$ cat src/design/phy_ctl_regs.svh
// Register offsets, field positions, reset values and counts
// Assumes inclusion by the management and data-path design
`ifndef PHY_CTL_REGS_SVH
`define PHY_CTL_REGS_SVH
`define REG_CTRL   5'h00
`define REG_STAT   5'h01
`define REG_ID_HI  5'h02
`define REG_ID_LO  5'h03
`define REG_ADV    5'h04
`define REG_LPA    5'h05
`define REG_EXP    5'h06
`define REG_NP     5'h07
`define REG_LPNP   5'h08
`define REG_RXERR  5'h15
`define REG_INTR   5'h1b
`define REG_DIAG   5'h1d
`define REG_PCTL1  5'h1e
`define REG_PCTL2  5'h1f
`define CB_RESET   15
`define CB_LOOP    14
`define CB_SPEED   13
`define CB_ANEN    12
`define CB_PDOWN   11
`define CB_ISO     10
`define CB_RESTART 9
`define CB_DUPLEX  8
`define CB_COLTEST 7
`define CB_TXDIS   0
`define STAT_BASE  16'h7848
`define STAT_ANDONE 5
`define STAT_LINK  2
`define ADV_RST    16'h01e1
`define ADV_10M    16'h0060
`define NP_RST     16'h2001
`define PCTL2_RST  16'h0400
`define STRAP_MII  3'h6
`define STRAP_RMII 3'h5
`define STRAP_WAIT 2'h3
`define OP_READ    2'h2
`define OP_WRITE   2'h1
`endif

$ cat src/design/phy_ctl_pkg.sv
// Types shared by the control block
// Assumes nothing of its surroundings
package phy_ctl_pkg;
  typedef enum logic [2:0] {
    MODE_NORMAL = 3'b001,
    MODE_MII    = 3'b010,
    MODE_RMII   = 3'b100
  } b2b_mode_t;
  typedef enum logic [3:0] {
    MD_HUNT = 4'b0001,
    MD_HDR  = 4'b0010,
    MD_TA   = 4'b0100,
    MD_DATA = 4'b1000
  } mdio_st_t;
endpackage

$ cat src/design/phy_control_back_to_back.sv
// Management registers, strap modes and back-to-back data path
// Assumes pins arrive asynchronous; line side runs on clk
//
// Overview of operation
// - Strap 110 sampled at reset selects MII back-to-back mode.
// - MII receive clock, valid and nibble drive the partner's transmit.
// - Strap 101 sampled at reset selects RMII back-to-back mode.
// - RMII carrier-valid and dibit drive the partner's transmit inputs.
// - Copper side in RMII drives receive bit 2 with energy detect.
// - In RMII, high transmit bit 2 drops line_tx_enable only; MII outputs stay driven.
// - Register map with reserved holes as listed.
// - Control bit 15 is a self-clearing software reset.
// - Control bit 13 selects 100 or 10, ignored under autoneg.
// - Control bit 12 enables autoneg; its result overrides duplex, and speed outside back-to-back mode.
// - Speed, autoneg enable and isolate reset from strap pins.
// - Control bit 10 isolates the device from MII and transmit pair.
// - Control bit 9 restarts autoneg and clears itself.
// - Control bit 11 powers down all but management.
// - In back-to-back mode copper never runs or advertises 10 Mbps.
`timescale 1ns/1ps
`include "phy_ctl_regs.svh"

module tx_nibble_fifo #(
  parameter int WIDTH = 4,
  parameter int DEPTH = 8
) (
  input  wire logic             clk,
  input  wire logic             reset,
  input  wire logic             flush,
  input  wire logic             in_valid,
  output logic                  in_ready,
  input  wire logic [WIDTH-1:0] in_data,
  output logic                  out_valid,
  input  wire logic             out_ready,
  output logic [WIDTH-1:0]      out_data
);
  localparam int AW = $clog2(DEPTH);
  logic [WIDTH-1:0] mem_ff [DEPTH];
  logic [AW-1:0]    wptr_ff;
  logic [AW-1:0]    rptr_ff;
  logic [AW:0]      count_ff;
  logic             push;
  logic             pop;

  assign in_ready  = (count_ff != (AW+1)'(DEPTH));
  assign out_valid = (count_ff != '0);
  assign out_data  = mem_ff[rptr_ff];
  assign push      = in_valid & in_ready;
  assign pop       = out_valid & out_ready;

  always_ff @(posedge clk) begin
    if (push) begin
      mem_ff[wptr_ff] <= in_data;
    end
  end

  always_ff @(posedge clk or posedge reset) begin
    if (reset) begin
      wptr_ff  <= '0;
      rptr_ff  <= '0;
      count_ff <= '0;
    end else if (flush) begin
      wptr_ff  <= '0;
      rptr_ff  <= '0;
      count_ff <= '0;
    end else begin
      if (push) begin
        wptr_ff <= (wptr_ff == AW'(DEPTH-1)) ? '0 : wptr_ff + 1'b1;
      end
      if (pop) begin
        rptr_ff <= (rptr_ff == AW'(DEPTH-1)) ? '0 : rptr_ff + 1'b1;
      end
      count_ff <= count_ff + (AW+1)'(push) - (AW+1)'(pop);
    end
  end
endmodule

module phy_control_back_to_back
  import phy_ctl_pkg::*;
#(
  parameter logic [4:0]  PHY_ADDR   = 5'h01,
  parameter logic [15:0] ID_HIGH    = 16'h1234, // Arbitrary value
  parameter logic [15:0] ID_LOW     = 16'h5678, // Arbitrary value
  parameter bit          COPPER     = 1'b1,
  parameter int          FIFO_DEPTH = 8
) (
  input  wire logic       clk,
  input  wire logic       reset,
  input  wire logic       mdc,
  input  wire logic       mdio_in,
  output logic            mdio_out,
  output logic            mdio_oe_n,
  input  wire logic [2:0] config_strap,
  input  wire logic       speed_strap,
  input  wire logic       autoneg_default_strap,
  input  wire logic       isolate_strap,
  input  wire logic       duplex_strap,
  input  wire logic       tx_clk,
  input  wire logic       tx_en,
  input  wire logic [3:0] txd,
  output logic            rx_clk,
  output logic            rx_dv,
  output logic [3:0]      rxd,
  output logic            mii_oe_n,
  input  wire logic       line_energy,
  input  wire logic       line_rx_valid,
  input  wire logic [3:0] line_rx_data,
  output logic            line_tx_valid,
  output logic [3:0]      line_tx_data,
  input  wire logic       line_tx_ready,
  output logic            line_tx_enable,
  input  wire logic       an_done,
  input  wire logic       an_result_100,
  input  wire logic       an_result_full,
  input  wire logic       link_up,
  output logic            speed_100,
  output logic            full_duplex,
  output logic            loopback,
  output logic            an_restart,
  output logic            powered_down
);
  // ****************************************************
  // Pin synchronisers
  // ****************************************************
  localparam int NPIN = 16;
  logic [NPIN-1:0] pins;
  logic [NPIN-1:0] s1_ff;
  logic [NPIN-1:0] s2_ff;
  logic [1:0]      s3_ff;
  logic            mdc_rise;
  logic            txc_rise;
  logic            mdio_s;
  logic            txen_s;
  logic [3:0]      txd_s;
  logic [2:0]      cfg_s;
  logic [3:0]      straps_s;
  logic            energy_s;

  function automatic logic rise(input logic now, input logic was);
    return now & ~was;
  endfunction

  assign pins = {mdc, tx_clk, mdio_in, tx_en, txd, config_strap,
                 speed_strap, autoneg_default_strap, isolate_strap,
                 duplex_strap, line_energy};

  always_ff @(posedge clk or posedge reset) begin
    if (reset) begin
      s1_ff <= '0;
      s2_ff <= '0;
      s3_ff <= '0;
    end else begin
      s1_ff <= pins;
      s2_ff <= s1_ff;
      s3_ff <= s2_ff[15:14];
    end
  end

  assign mdc_rise = rise(s2_ff[15], s3_ff[1]);
  assign txc_rise = rise(s2_ff[14], s3_ff[0]);
  assign mdio_s   = s2_ff[13];
  assign txen_s   = s2_ff[12];
  assign txd_s    = s2_ff[11:8];
  assign cfg_s    = s2_ff[7:5];
  assign straps_s = s2_ff[4:1];
  assign energy_s = s2_ff[0];

  // ****************************************************
  // Strap capture after reset release
  // ****************************************************
  logic [1:0] strap_cnt_ff;
  logic       strap_done_ff;
  logic       strap_take;
  logic [3:0] strap_ff;
  b2b_mode_t  mode_ff;
  logic       b2b;

  assign strap_take = ~strap_done_ff & (strap_cnt_ff == `STRAP_WAIT);
  assign b2b        = (mode_ff != MODE_NORMAL);

  always_ff @(posedge clk or posedge reset) begin
    if (reset) begin
      strap_cnt_ff  <= '0;
      strap_done_ff <= 1'b0;
      strap_ff      <= '0;
      mode_ff       <= MODE_NORMAL;
    end else if (!strap_done_ff) begin
      strap_cnt_ff <= strap_cnt_ff + 2'h1;
      if (strap_take) begin
        strap_done_ff <= 1'b1;
        strap_ff      <= straps_s;
        if (cfg_s == `STRAP_MII) begin
          mode_ff <= MODE_MII;
        end else if (cfg_s == `STRAP_RMII) begin
          mode_ff <= MODE_RMII;
        end else begin
          mode_ff <= MODE_NORMAL;
        end
      end
    end
  end

  // ****************************************************
  // Management frame engine
  // ****************************************************
  mdio_st_t    md_ff;
  logic [4:0]  cnt_ff;
  logic [12:0] hdr_ff;
  logic [12:0] nxt_hdr;
  logic        mine_ff;
  logic        is_rd_ff;
  logic [15:0] sh_ff;
  logic        wr_stb_ff;
  logic [4:0]  wr_addr_ff;
  logic [4:0]  reg_addr_ff;
  logic        mdio_out_ff;
  logic        mdio_oe_n_ff;
  logic        hdr_ok;
  logic [15:0] rd_val;

  assign nxt_hdr = {hdr_ff[11:0], mdio_s};
  assign hdr_ok  = nxt_hdr[12] & (nxt_hdr[9:5] == PHY_ADDR);

  always_ff @(posedge clk or posedge reset) begin
    if (reset) begin
      md_ff        <= MD_HUNT;
      cnt_ff       <= '0;
      hdr_ff       <= '0;
      mine_ff      <= 1'b0;
      is_rd_ff     <= 1'b0;
      sh_ff        <= '0;
      wr_stb_ff    <= 1'b0;
      wr_addr_ff   <= '0;
      reg_addr_ff  <= '0;
      mdio_out_ff  <= 1'b1;
      mdio_oe_n_ff <= 1'b1;
    end else begin
      wr_stb_ff <= 1'b0;
      if (mdc_rise) begin
        case (md_ff)
          MD_HUNT: begin
            cnt_ff <= '0;
            if (!mdio_s) begin
              md_ff <= MD_HDR;
            end
          end
          MD_HDR: begin
            hdr_ff <= nxt_hdr;
            cnt_ff <= cnt_ff + 5'h1;
            if (cnt_ff == 5'h0c) begin
              md_ff       <= MD_TA;
              cnt_ff      <= '0;
              reg_addr_ff <= nxt_hdr[4:0];
              is_rd_ff    <= (nxt_hdr[11:10] == `OP_READ);
              mine_ff     <= hdr_ok &
                             ((nxt_hdr[11:10] == `OP_READ) |
                              (nxt_hdr[11:10] == `OP_WRITE));
            end
          end
          MD_TA: begin
            cnt_ff <= cnt_ff + 5'h1;
            if (cnt_ff == 5'h00) begin
              sh_ff <= rd_val;
              if (mine_ff && is_rd_ff) begin
                mdio_out_ff  <= 1'b0;
                mdio_oe_n_ff <= 1'b0;
              end
            end else begin
              md_ff       <= MD_DATA;
              cnt_ff      <= '0;
              mdio_out_ff <= sh_ff[15];
              sh_ff       <= {sh_ff[14:0], 1'b0};
            end
          end
          MD_DATA: begin
            cnt_ff <= cnt_ff + 5'h1;
            if (is_rd_ff) begin
              mdio_out_ff <= sh_ff[15];
              sh_ff       <= {sh_ff[14:0], 1'b0};
            end else begin
              sh_ff <= {sh_ff[14:0], mdio_s};
            end
            if (cnt_ff == 5'h0f) begin
              md_ff        <= MD_HUNT;
              mdio_out_ff  <= 1'b1;
              mdio_oe_n_ff <= 1'b1;
              wr_stb_ff    <= mine_ff & ~is_rd_ff;
              wr_addr_ff   <= reg_addr_ff;
            end
          end
          default: begin
            md_ff <= MD_HUNT;
          end
        endcase
      end
    end
  end

  // ****************************************************
  // Register file
  // ****************************************************
  logic [15:0] ctrl_ff;
  logic [15:0] adv_ff;
  logic [15:0] np_ff;
  logic [15:0] intr_ff;
  logic [15:0] diag_ff;
  logic [15:0] pctl1_ff;
  logic [15:0] pctl2_ff;
  logic [15:0] rxerr_ff;
  logic        soft_rst_ff;
  logic        pd_out_ff;
  logic        an_restart_ff;
  logic        soft_rst;
  logic        drop;
  logic [15:0] ctrl_rst;

  assign soft_rst = wr_stb_ff & (wr_addr_ff == `REG_CTRL) &
                    sh_ff[`CB_RESET];
  // Control word built from speed, autoneg, isolate, duplex straps
  function automatic logic [15:0] ctrl_from(input logic [3:0] s);
    return {2'b00, s[3], s[2], 1'b0, s[1], 1'b0, s[0], 8'h00};
  endfunction

  assign ctrl_rst = ctrl_from(strap_ff);

  always_comb begin
    case (hdr_ff[4:0])
      `REG_CTRL:  rd_val = ctrl_ff;
      `REG_STAT:  rd_val = `STAT_BASE |
                           (16'(an_done) << `STAT_ANDONE) |
                           (16'(link_up) << `STAT_LINK);
      `REG_ID_HI: rd_val = ID_HIGH;
      `REG_ID_LO: rd_val = ID_LOW;
      `REG_ADV:   rd_val = b2b ? (adv_ff & ~`ADV_10M) : adv_ff;
      `REG_NP:    rd_val = np_ff;
      `REG_RXERR: rd_val = rxerr_ff;
      `REG_INTR:  rd_val = intr_ff;
      `REG_DIAG:  rd_val = diag_ff;
      `REG_PCTL1: rd_val = pctl1_ff;
      `REG_PCTL2: rd_val = pctl2_ff;
      default:    rd_val = 16'h0000;
    endcase
  end

  always_ff @(posedge clk or posedge reset) begin
    if (reset) begin
      ctrl_ff       <= '0;
      adv_ff        <= `ADV_RST;
      np_ff         <= `NP_RST;
      intr_ff       <= '0;
      diag_ff       <= '0;
      pctl1_ff      <= '0;
      pctl2_ff      <= `PCTL2_RST;
      soft_rst_ff   <= 1'b0;
      pd_out_ff     <= 1'b0;
      an_restart_ff <= 1'b0;
    end else begin
      soft_rst_ff   <= soft_rst;
      pd_out_ff     <= soft_rst_ff | ctrl_ff[`CB_PDOWN];
      an_restart_ff <= 1'b0;
      if (strap_take) begin
        ctrl_ff <= ctrl_from(straps_s);
      end else if (soft_rst) begin
        ctrl_ff       <= ctrl_rst;
        adv_ff        <= `ADV_RST;
        np_ff         <= `NP_RST;
        intr_ff       <= '0;
        diag_ff       <= '0;
        pctl1_ff      <= '0;
        pctl2_ff      <= `PCTL2_RST;
      end else if (wr_stb_ff) begin
        case (wr_addr_ff)
          `REG_CTRL: begin
            ctrl_ff <= sh_ff & 16'h7d81;
            an_restart_ff <= sh_ff[`CB_RESTART];
          end
          `REG_ADV:   adv_ff   <= sh_ff;
          `REG_NP:    np_ff    <= sh_ff;
          `REG_INTR:  intr_ff  <= sh_ff;
          `REG_DIAG:  diag_ff  <= sh_ff;
          `REG_PCTL1: pctl1_ff <= sh_ff;
          `REG_PCTL2: pctl2_ff <= sh_ff;
          default: begin
          end
        endcase
      end
    end
  end

  always_ff @(posedge clk or posedge reset) begin
    if (reset) begin
      rxerr_ff <= '0;
    end else if (soft_rst) begin
      rxerr_ff <= '0;
    end else if (drop && rxerr_ff != 16'hffff) begin
      rxerr_ff <= rxerr_ff + 16'h0001;
    end
  end

  // ****************************************************
  // Data path
  // ****************************************************
  logic       pdown;
  logic       iso;
  logic       active;
  logic       f_in_ready;
  logic       f_out_valid;
  logic [3:0] f_out_data;
  logic       f_out_ready;
  logic       push;
  logic [3:0] push_data;
  logic       ltx_valid_ff;
  logic [3:0] ltx_data_ff;
  logic       ltx_en_ff;
  logic       rx_clk_ff;
  logic       rx_dv_ff;
  logic [3:0] rxd_ff;
  logic       mii_oe_n_ff;
  logic       spd_ff;
  logic       dup_ff;

  assign pdown  = ctrl_ff[`CB_PDOWN];
  assign iso    = ctrl_ff[`CB_ISO];
  assign active = strap_done_ff & ~pdown & ~iso;
  assign push   = active & txc_rise & txen_s;
  assign push_data = (mode_ff == MODE_RMII) ? {2'b00, txd_s[1:0]} : txd_s;
  assign drop   = push & ~f_in_ready;
  assign f_out_ready = ~ltx_valid_ff | line_tx_ready;

  tx_nibble_fifo #(.WIDTH(4), .DEPTH(FIFO_DEPTH)) i_tx_nibble_fifo (
    .clk       (clk),
    .reset     (reset),
    .flush     (soft_rst | ~active),
    .in_valid  (push),
    .in_ready  (f_in_ready),
    .in_data   (push_data),
    .out_valid (f_out_valid),
    .out_ready (f_out_ready),
    .out_data  (f_out_data)
  );

  always_ff @(posedge clk or posedge reset) begin
    if (reset) begin
      ltx_valid_ff <= 1'b0;
      ltx_data_ff  <= '0;
      ltx_en_ff    <= 1'b0;
    end else begin
      if (!active) begin
        ltx_valid_ff <= 1'b0;
      end else if (f_out_ready) begin
        ltx_valid_ff <= f_out_valid;
        ltx_data_ff  <= f_out_data;
      end
      ltx_en_ff <= active & ~ctrl_ff[`CB_TXDIS] &
                   ~((mode_ff == MODE_RMII) & txd_s[2]);
    end
  end

  always_ff @(posedge clk or posedge reset) begin
    if (reset) begin
      rx_clk_ff   <= 1'b0;
      rx_dv_ff    <= 1'b0;
      rxd_ff      <= '0;
      mii_oe_n_ff <= 1'b1;
    end else begin
      mii_oe_n_ff <= ~active;
      rx_clk_ff   <= active & (mode_ff != MODE_RMII) & ~rx_clk_ff;
      rx_dv_ff    <= active & line_rx_valid;
      if (!active) begin
        rxd_ff <= '0;
      end else if (mode_ff == MODE_RMII) begin
        rxd_ff <= {1'b0, COPPER ? energy_s : 1'b0, line_rx_data[1:0]};
      end else begin
        rxd_ff <= line_rx_data;
      end
    end
  end

  always_ff @(posedge clk or posedge reset) begin
    if (reset) begin
      spd_ff <= 1'b0;
      dup_ff <= 1'b0;
    end else begin
      if (b2b) begin
        spd_ff <= 1'b1;
      end else if (ctrl_ff[`CB_ANEN]) begin
        spd_ff <= an_result_100;
      end else begin
        spd_ff <= ctrl_ff[`CB_SPEED];
      end
      dup_ff <= ctrl_ff[`CB_ANEN] ? an_result_full : ctrl_ff[`CB_DUPLEX];
    end
  end

  assign mdio_out       = mdio_out_ff;
  assign mdio_oe_n      = mdio_oe_n_ff;
  assign rx_clk         = rx_clk_ff;
  assign rx_dv          = rx_dv_ff;
  assign rxd            = rxd_ff;
  assign mii_oe_n       = mii_oe_n_ff;
  assign line_tx_valid  = ltx_valid_ff;
  assign line_tx_data   = ltx_data_ff;
  assign line_tx_enable = ltx_en_ff;
  assign speed_100      = spd_ff;
  assign full_duplex    = dup_ff;
  assign loopback       = ctrl_ff[`CB_LOOP];
  assign an_restart     = an_restart_ff;
  assign powered_down   = pd_out_ff;
endmodule

$ cat config.mk
export PLATFORM = sky130hd
export DESIGN_NAME = phy_control_back_to_back
export DESIGN_NICKNAME = d
export VERILOG_FILES = /design/src/design/phy_ctl_pkg.sv /design/src/design/phy_control_back_to_back.sv
export VERILOG_INCLUDE_DIRS = /design/src /design/src/design
export SDC_FILE = /design/constraint.sdc
export NUM_CORES = 1
export LEC_CHECK = 0
export BUFFER_PORTS_ARGS = -buffer_cell sky130_fd_sc_hd__buf_2
export CAP_MARGIN = 15
export CORE_ASPECT_RATIO = 0.7
export CORE_UTILIZATION = 38
export DETAILED_ROUTE_END_ITERATION = 10
export PLACE_DENSITY_LB_ADDON = 0.08
export SYNTH_ARGS = -nofsm -noshare
export SYNTH_HDL_FRONTEND = slang
export SYNTH_SLANG_ARGS = --single-unit
$ cat constraint.sdc
create_clock -name clk -period 18.95 [get_ports clk]
set_input_delay 2.8425 -clock clk [delete_from_list [all_inputs] [get_ports clk]]
set_output_delay 2.8425 -clock clk [all_outputs]
set_load 0.005 [all_outputs]
; After elaboration in Yosys (flattened, before gate mapping)
; Memory sizes are Yosys's and may differ from the RTL's. A register that Yosys moved wholly into a read port is not among the register bits.
; Index checks and enable logic that the tools add are counted.
[totals]
regBits = 248
ram_bits = 32
in_bits = 28
output_inout_bits = 20
memories = 1
[memory_table]
columns = memory, words, width, read_ports, rd_clocked_by_memory_dff, write_ports, line
row1 = i_tx_nibble_fifo.mem_ff, 8, 4, 1, 1, 1, phy_control_back_to_back.sv:38  ; logic [WIDTH-1:0] mem_ff [DEPTH];
[classes]
addsub = 7
n_eq_ne = 44
n_mux = 73
bitwise = 39
n_reduce_logical = 37
[op_table]
columns = op, n
row1 = 16-bit two-way mux, 25
row2 = 16-bit case mux with 11 select lines, 1
row3 = 5-bit == test (second input constant), 9
row4 = 4-bit two-way mux, 8
row5 = 16-bit case mux with 2 select lines, 1
row6 = 3-bit two-way mux, 8
row7 = 3-bit AND reduction, 8
row8 = 1-bit two-way mux, 23
row9 = 2-bit nonzero test, 11
row10 = 1-bit AND, 21
row11 = 5-bit by 3-bit == test with 1-bit output (second input constant), 4
row12 = 5-bit case mux with 4 select lines, 1
row13 = 16-bit by 1-bit adder with 16-bit output (second input constant), 1
row14 = 16-bit inequality test (second input constant), 1
row15 = 4-bit case mux with 4 select lines, 1
row16 = 3-bit == test (second input constant), 5
row17 = 5-bit logical NOT, 3
row18 = 15-bit by 3-bit bitwise OR with 15-bit output, 1
row19 = 1-bit NOT, 13
row20 = 2-bit inequality test (second input constant), 6
row21 = 2-bit AND reduction, 6
row22 = 5-bit by 1-bit == test with 1-bit output (second input constant), 2
row23 = 5-bit by 2-bit == test with 1-bit output (second input constant), 2
row24 = 5-bit by 4-bit == test with 1-bit output (second input constant), 2
row25 = 24 further kinds, 37

; Depth between registers and ports, before layout
; Gate-level depths: netlist of the first run.
[depth]
ltp_word = 9
mapped_depth = 10
mapped_depth_nobuf = 10

; Cells and area by module
; From an unflattened synthesis of the first run, not the netlist that was laid out.
[unflattened]
cells_unflattened = 1058
area_unflattened_um2 = 12228.0
[by_module_without_submodules]
columns = module, instances, cells_per_inst, area_per_inst_um2
row1 = phy_control_back_to_back, 1, 934, 10283.6
row2 = tx_nibble_fifo, 1, 124, 1944.4

; Worst setup path before layout of the first run
; Ideal clock, no wire load.
[synth_path]
kind = input to register
start = input port line_tx_ready
end = register i_tx_nibble_fifo.count_ff[1]
arrival_time_ps = 4361
t_required_ps = 18830
setup_slack_ps = 14469
cell_stages = 7
path_buffers = 0
cell_sequence = nand2b_1 > a21boi_1 > ha_1 > inv_1 > ha_1 > fa_1 > and3_1
[synth_via]
elab_chain_len = 4
[synth_lines]
columns = element, line
row1 = from (decl), phy_control_back_to_back.sv:110  ; input wire logic line_tx_ready,
row2 = 1-bit bitwise OR, phy_control_back_to_back.sv:428  ; assign f_out_ready = ~ltx_valid_ff | line_tx_ready;
row3 = 1-bit AND, phy_control_back_to_back.sv:49  ; assign pop = out_valid & out_ready;
row4 = 4-bit by 1-bit subtractor with 4-bit output, phy_control_back_to_back.sv:73  ; count_ff <= count_ff + (AW+1)'(push) - (AW+1)'(pop);
row5 = 4-bit two-way mux, phy_control_back_to_back.sv:62  ; end else if (flush) begin
row6 = to (signal assigned), phy_control_back_to_back.sv:73
row7 = to (decl), phy_control_back_to_back.sv:41  ; logic [AW:0] count_ff;
; Every way passes these cells.
; A chain may end at the register's enable or synchronous reset.

==> impl_results.md, run 1 <==
- Status: finished clean
- Die area: 0.0322 mm²
- CTS Sinks: ~280
- Slew Limit Fails: 0
- Combinational Power Share: 18.0%
- Fin crit share: ~24%
- Compound-Gate Fraction of Synth Area: between 10% and 20%
- Internal: approximately 1100 µW
- Psw: 436 µW
- Vias in the first global route: slightly above 8000
- DRT iter0 DRCs: around 800
- Most used DFF post-synth: dfrtp_1
- Asr flop ratio synth: 88.4%
- Crit Path Class: in2async
- Post-DP HPWL: ~21000 µm
- Vias post-DR: between 8000 and 9000
- Power Density: approximately 110 mW/mm²
- Post-Synth XOR/XNOR Area: roughly 1.0%
- Sequential fraction of design power: between 40% and 50%
- Simple-Gate Fraction of Synth Area: around 15%
- Post-CTS Setup Inserts: 0
- H-tree depth: 1
- Clock slew at reported path FFs: 60 ps
- Wire length per cell: 20.9 µm
- Register bit total from synthesis: 276
- Critical Path End Type: async pin
- PortBufs: 47
- Final TNS setup: 0 ps
- Fillcell total: around 2900
- Worst-margin pin slew: about 1200 ps
- CTS max path bufs: 3
- RSZ-0062 raised after global routing: no
- CTS tree: done
- Layout Skew: ~13 ps
- Largest family of logic cells by synthesized area: simple AND/OR/NAND/NOR gates
- Worst Hold Class: reg2reg
- Net Count, Synth: approximately 1100
- Routing usage on met2: between 20 and 30%
- # IOs: 48
- Crit path DAT: between 5000 and 6000 ps
- Syn Inst Count: about 1100
- WHS: 343 ps
- Root buf cell: clkbuf_16
- First-pass GRT wire length: 51400 µm
- DRC Markers: 0
- Clk Latency, worst-skew pair: roughly 560 ps
- Net Sw Frac: between 20 and 30%
- Drt total wl: around 33000 µm
- Cts repair resizes: 0
- First-pass iteration count of the detailed router: 5
- Post-Synth Adder-Cell Area: roughly 1.8%
- Remaining antenna violation count: 0
- Vias per std cell: between 5 and 6
- Clock power share: a little under two fifths
- Syn avg cell area: about 11 µm²
- Met3 GRT Util: 3.41%
- Synth warnings: 0
- Number of core rows: between 50 and 60
- Final Critical Period: 4590 ps
- Total track usage: a little over a fifth
- Post-synth EDFFs: 32
- Post-synthesis mux area share: roughly 5.7%
- GR Overflow Total: 0
- Antenna violations before repair: 0
- Layout Area Growth over Synthesis: 13.9%
- Core area: 0.0304 mm²
- Cell Area, Synth: between 0.01 and 0.015 mm²
- Rel. slew slack: between 10% and 20%
- Diodes inserted: 0
- CTS buffer count: 28
- Final Hold Viols: 0
- Maxcap violations: 0
- Layout cell share with drive strength beyond 1: 15.9%
- Crit-path max FO: 121
- Fmax: 218 MHz
- Seq/Total Area, Yosys: just under 60%
- Nets: approximately 1200
- Met1 Usage GRT: a little over a third
- Leak: about 0.0057 µW
- Worst VDD drop: around 0.06 mV
- Initial Utilization: about 39%
- Die X: roughly 210 µm
- Die Ht: between 150 and 200 µm
- Yosys cell types: 68
- Gr busiest metal: met1
- Global placer's final weighted congestion: 0.775
- Worst path required time: around 20000 ps
- Hold_buf cts: 0
- Worst setup SP type: input port
- Largest net degree at the start of global routing: 122
- Setup violators final: 0
==> power groups by stage <==
stage	Sequential [µW]	Clock [µW]	Combinational, µW
after floorplan	653	0	194
after global placement	675	0	268
after detailed placement	674	0	267
after CTS	664	584	268
after global routing	669	606	298
final	663	567	270
==> kinds of logic after synthesis <==
kind of cell | count (synthesis)
and+or+nand+nor | 372
xor gates and xnor gates | 14
adders and majority gates | 17
buffers and inverters | 81
muxes | 55
AOI/OAI and AO/OA | 274
DFF | 276
==> Yosys cell counts, types with 16 or more instances <==
cell	number	area share (%)
mux2_2	28	2.6
a22oi_1	28	1.8
mux2i_1	19	1.6
nand2_1	174	5.5
o21ai_0	121	5.1
a21oi_1	45	1.9
nor2_1	61	1.9
clkbuf_1	56	1.8
dfrtp_1	231	48
edfxtp_1	32	8.0
ha_1	16	1.7
inv_1	20	0.63
==> path summary, 6_finish.rpt <==
check | from | end | slack (ps) | cells past startpoint
min reg2reg | s1_ff[10]$_DFF_PP0_ | s2_ff[10]$_DFF_PP0_ | 340 | 0
min in group asynchronous | reset | md_ff[3]$_DFFE_PP0P_ | 2430 | 2
max reg2reg | hdr_ff[3]$_DFFE_PP0P_ | sh_ff[6]$_DFFE_PP0P_ | 16000 | 6
min | s1_ff[10]$_DFF_PP0_ | s2_ff[10]$_DFF_PP0_ | 340 | 0
max in group clk | line_tx_ready | i_tx_nibble_fifo.count_ff[1]$_DFF_PP0_ | 14770 | 8
max | reset | sh_ff[14]$_DFFE_PP0P_ | 14360 | 4
==> flip-flops by register name, summed over array words and instances (netlist names), 12 cells and up <==
name / flops
i_tx_nibble_fifo.mem_ff: 32
intr_ff: 16
pctl2_ff: 16
hdr_ff: 12
pctl1_ff: 16
adv_ff: 16
rxerr_ff: 16
s1_ff: 16
sh_ff: 16
np_ff: 16
diag_ff: 16
s2_ff: 16
==> per-layer routing <==
layer	vias up	wire length (µm)	share of wire, %
li1	3990	-	-
met1	4282	17700	54
met2	211	12500	38
met3	43	1890	5.8
met4	0	558	1.7
met5	-	0	0
==> cell type report <==
cell class	instances	area [µm²]	share of cell area, %
sequential	276	7080	52.0
multi-input combinational	732	4620	33.9
clock buffer	43	848	6.23
tap	412	515	3.79
timing repair buffer	64	360	2.65
clock inverter	9	95.1	0.699
inverter	21	88.8	0.653
==> worst max-delay path, stage by stage <==
cell and delay [ps]:
buf_2 130, inv_8 550, buf_4 780, buf_4 790
==> metrics by stage <==
| step | cell area (µm²) | setup WS (ps) | cells | utilization (%) | total power (µW) |
|---|---|---|---|---|---|
| finish | 13600 | 14360 | 1557 | 44.7 | 1500 |
| global placement | 12700 | 13540 | 1504 | 41.6 | 943 |
| CTS | 13600 | 14130 | 1556 | 44.7 | 1520 |
| detailed placement | 12700 | 13530 | 1504 | 41.6 | 941 |
| global route | 13600 | 13900 | 1557 | 44.7 | 1570 |
| floorplan | 11900 | 9430 | 1089 | - | 847 |
==> layout by cell type, fill, tap and decap left out, types with 4 or more instances in the layout <==
cell type,count
dfrtp_1,231
nand2_1,174
o21ai_0,115
nor2_1,60
buf_2,47
a21oi_1,45
edfxtp_1,32
clkbuf_16,29
mux2_2,28
a22oi_1,28
mux2i_1,19
inv_1,18
ha_1,16
buf_4,16
and3_1,15
a31oi_1,15
nand3_1,15
nor3b_1,15
a221o_1,15
dfstp_2,13
or3_1,10
nor3_1,10
xnor2_1,10
nor2b_1,9
nand3b_1,9
nor4b_1,9
nand4_1,8
nand2b_1,8
mux4_2,8
a211oi_1,8
and2_1,7
clkbuf_8,7
clkbuf_1,7
clkinv_2,7
o21ai_4,6
or2_2,6
a41oi_1,5
xor2_1,4
o22ai_1,4
Note: power is estimated with default switching activity, not from simulation.
==> run 2, diff against run 1 <==
==> constraint.sdc (replaced) <==
create_clock -name clk -period 4.7 [get_ports clk]
set_input_delay 0.705 -clock clk [delete_from_list [all_inputs] [get_ports clk]]
set_output_delay 0.705 -clock clk [all_outputs]
set_load 0.005 [all_outputs]
==> run 2 against run 1 <==
Compared with the run above: sequential share of layout area decreased by 0.82 points; first-iteration DRC count is 7.3% lower; die area is the same; sequential power rose to 4.1 times the previous value; power grew to 4.2 times the previous value; clock skew about the same; non-clock buffer count rose by 13; cell area up 1.6%; wire length is 0.26% lower; critical path type is now reg2reg.
==> impl_results.md, run 2 (synthesis results as in run 1) <==
- Largest net degree at the start of global routing: 121 (-0.82%)
- Setup violators final: 0 (unchanged)
- Worst Hold Class: in2reg
- Diodes inserted: 0 (unchanged)
- Met3 GRT Util: 3.92% (+0.51 points)
- Met1 Usage GRT: 34.3% (-0.50 points)
- CTS buffer count: 28 (unchanged)
- First-pass iteration count of the detailed router: 7 (+2)
- Gr busiest metal: met1
- Crit Path Class: reg2reg
- Crit-path max FO: 8 (-93%)
- Worst setup SP type: register
- Final Hold Viols: 0 (unchanged)
- Slew Limit Fails: 0 (unchanged)
- Initial Utilization: 39.2% (unchanged)
- Worst-margin pin slew: 998 ps (-210 ps)
- Remaining antenna violation count: 0 (unchanged)
- Drt total wl: 32500 µm (-0.26%)
- # IOs: 48 (unchanged)
- Rel. slew slack: 33.2% (+14 points)
- Layout Area Growth over Synthesis: 15.8%
- Leading cell types in the layout, fill and taps excluded: dfrtp_1, nand2_1, o21ai_0, nor2_1, buf_2
- H-tree depth: 1 (unchanged)
- Fmax: about 360 MHz
- Final Cell Area: 0.0138 mm² (+1.6%)
- Antenna violations before repair: 0 (unchanged)
- Core area: 0.0304 mm² (unchanged)
- CTS Sinks: 276 (unchanged)
- Root buf cell: clkbuf_16
- Most common cell after layout, fill and taps aside: dfrtp_1
- Cts repair resizes: 0 (unchanged)
- Worst VDD drop: 0.252 mV (+330%)
- Power Density: 459 mW/mm² (+320%)
- Final Critical Period: between 2000 and 3000 ps
- Status: finished clean
- PortBufs: 47 (unchanged)
- Maxcap violations: 0 (unchanged)
- Worst path required time: 5170 ps (-14360 ps)
- Post-DP HPWL: 22500 µm (+5.2%)
- DRC Markers: 0 (unchanged)
- Global placer's final weighted congestion: 0.845 (+9.0%)
- Vias per std cell: 5.40 (-1.5%)
- WHS Path Cells: 1 (+1)
- Die Ht: 150 µm (unchanged)
- Nets: 1181 (+1.1%)
- Die X: 214 µm (unchanged)
- Overall power: 6340 µW (+320%)
- Total track usage: 20.8% (-0.15 points)
- Crit path DAT: 3260 ps (-1910 ps)
- Vias in the first global route: 8277 (+0.93%)
- Final TNS setup: 0 ps (unchanged)
- Critical Path End Type: register
- DP Area: 0.0127 mm² (+0.38%)
- Layout cell share with drive strength beyond 1: 16.9% (+1.0 points)
- First-pass GRT wire length: 51300 µm (-0.15%)
- CTS max path bufs: 3 (unchanged)
- Leak: 0.00584 µW (+2.4%)
- Vias post-DR: 8471 (-0.65%)
- Die area: 0.0322 mm² (unchanged)
- Fin crit share: 59.5%
- Wire length per cell: 20.7 µm (-1.1%)
- Clk Latency, worst-skew pair: 560 ps (about the same)
- Reg2Reg Depth: 6 (unchanged)
- RSZ-0062 raised after global routing: no
- Number of core rows: 53 (unchanged)
- Max reg flops: 32 (unchanged)
- Layout Skew: 12.9 ps (-0.363 ps)
- Top reg by flops: i_tx_nibble_fifo.mem_ff
- DRT iter0 DRCs: 753 (-7.3%)
- CTS tree: done
- GR Overflow Total: 0 (unchanged)
- Clock slew at reported path FFs: 70 ps (about the same)
- Routing usage on met2: 27.5% (-0.62 points)
[run 2: routing by layer]
layer / vias up / routed length (µm)
li1: 4012 / -
met1: 4194 / 17500
met2: 225 / 12500
met3: 40 / 1940
met4: 0 / 565
met5: - / 0
[run 2: area by class of cell]
| type | count | area [µm²] |
|---|---|---|
| sequential | 276 | 7080 |
| clock inverter | 11 | 230 |
| timing repair buffer | 77 | 482 |
| multi-input combinational | 732 | 4570 |
| inverter | 21 | 85.1 |
| clock buffer | 41 | 862 |
| fill | 2892 | 16600 |
| tap | 412 | 515 |
[run 2: worst paths after layout]
kind                                    startpoint  slack [ps]                       end
max reg2reg                ctrl_ff[10]$_DFFE_PP0P_        1910  rxerr_ff[14]$_DFFE_PP0P_
max in group asynchronous                    reset        3070   pctl1_ff[3]$_DFFE_PP0P_
max                        ctrl_ff[10]$_DFFE_PP0P_        1910  rxerr_ff[14]$_DFFE_PP0P_
min in group asynchronous                    reset         600       s1_ff[14]$_DFF_PP0_
min reg2reg                    s1_ff[11]$_DFF_PP0_         340       s2_ff[11]$_DFF_PP0_
min                                        mdio_in         250       s1_ff[13]$_DFF_PP0_
[run 2: power by group]
group | internal, µW | leakage, µW | switching [µW]
clock network | 1650 | 0.000539 | 942
registers | 2530 | 0.00350 | 175
logic | 428 | 0.00180 | 620
total | 4610 | 0.00584 | 1740
[run 2: timing repair]
action,in CTS,in global routing
hold buffers,1,0
endpoints found under the hold margin,1,0
setup buffers,0,0
[run 2: critical path, stage by stage (launching register included)]
cell	delay, ps
dfrtp_1	450
nor3b_4	480
inv_4	130
or3_1	560
or4_4	580
or3_1	360
a21oi_1	150
[run 2: through the flow]
stage                     util, %  hold slack (ps)  worst slack, ps  std cells
final                        45.4              252             1910       1570
after global routing         45.4              225             1770       1570
after CTS                    45.4              220             1860       1567
after detailed placement     41.8              335             1870       1514
after global placement       41.7              333             1770       1512
after floorplan                 -              331              802       1089
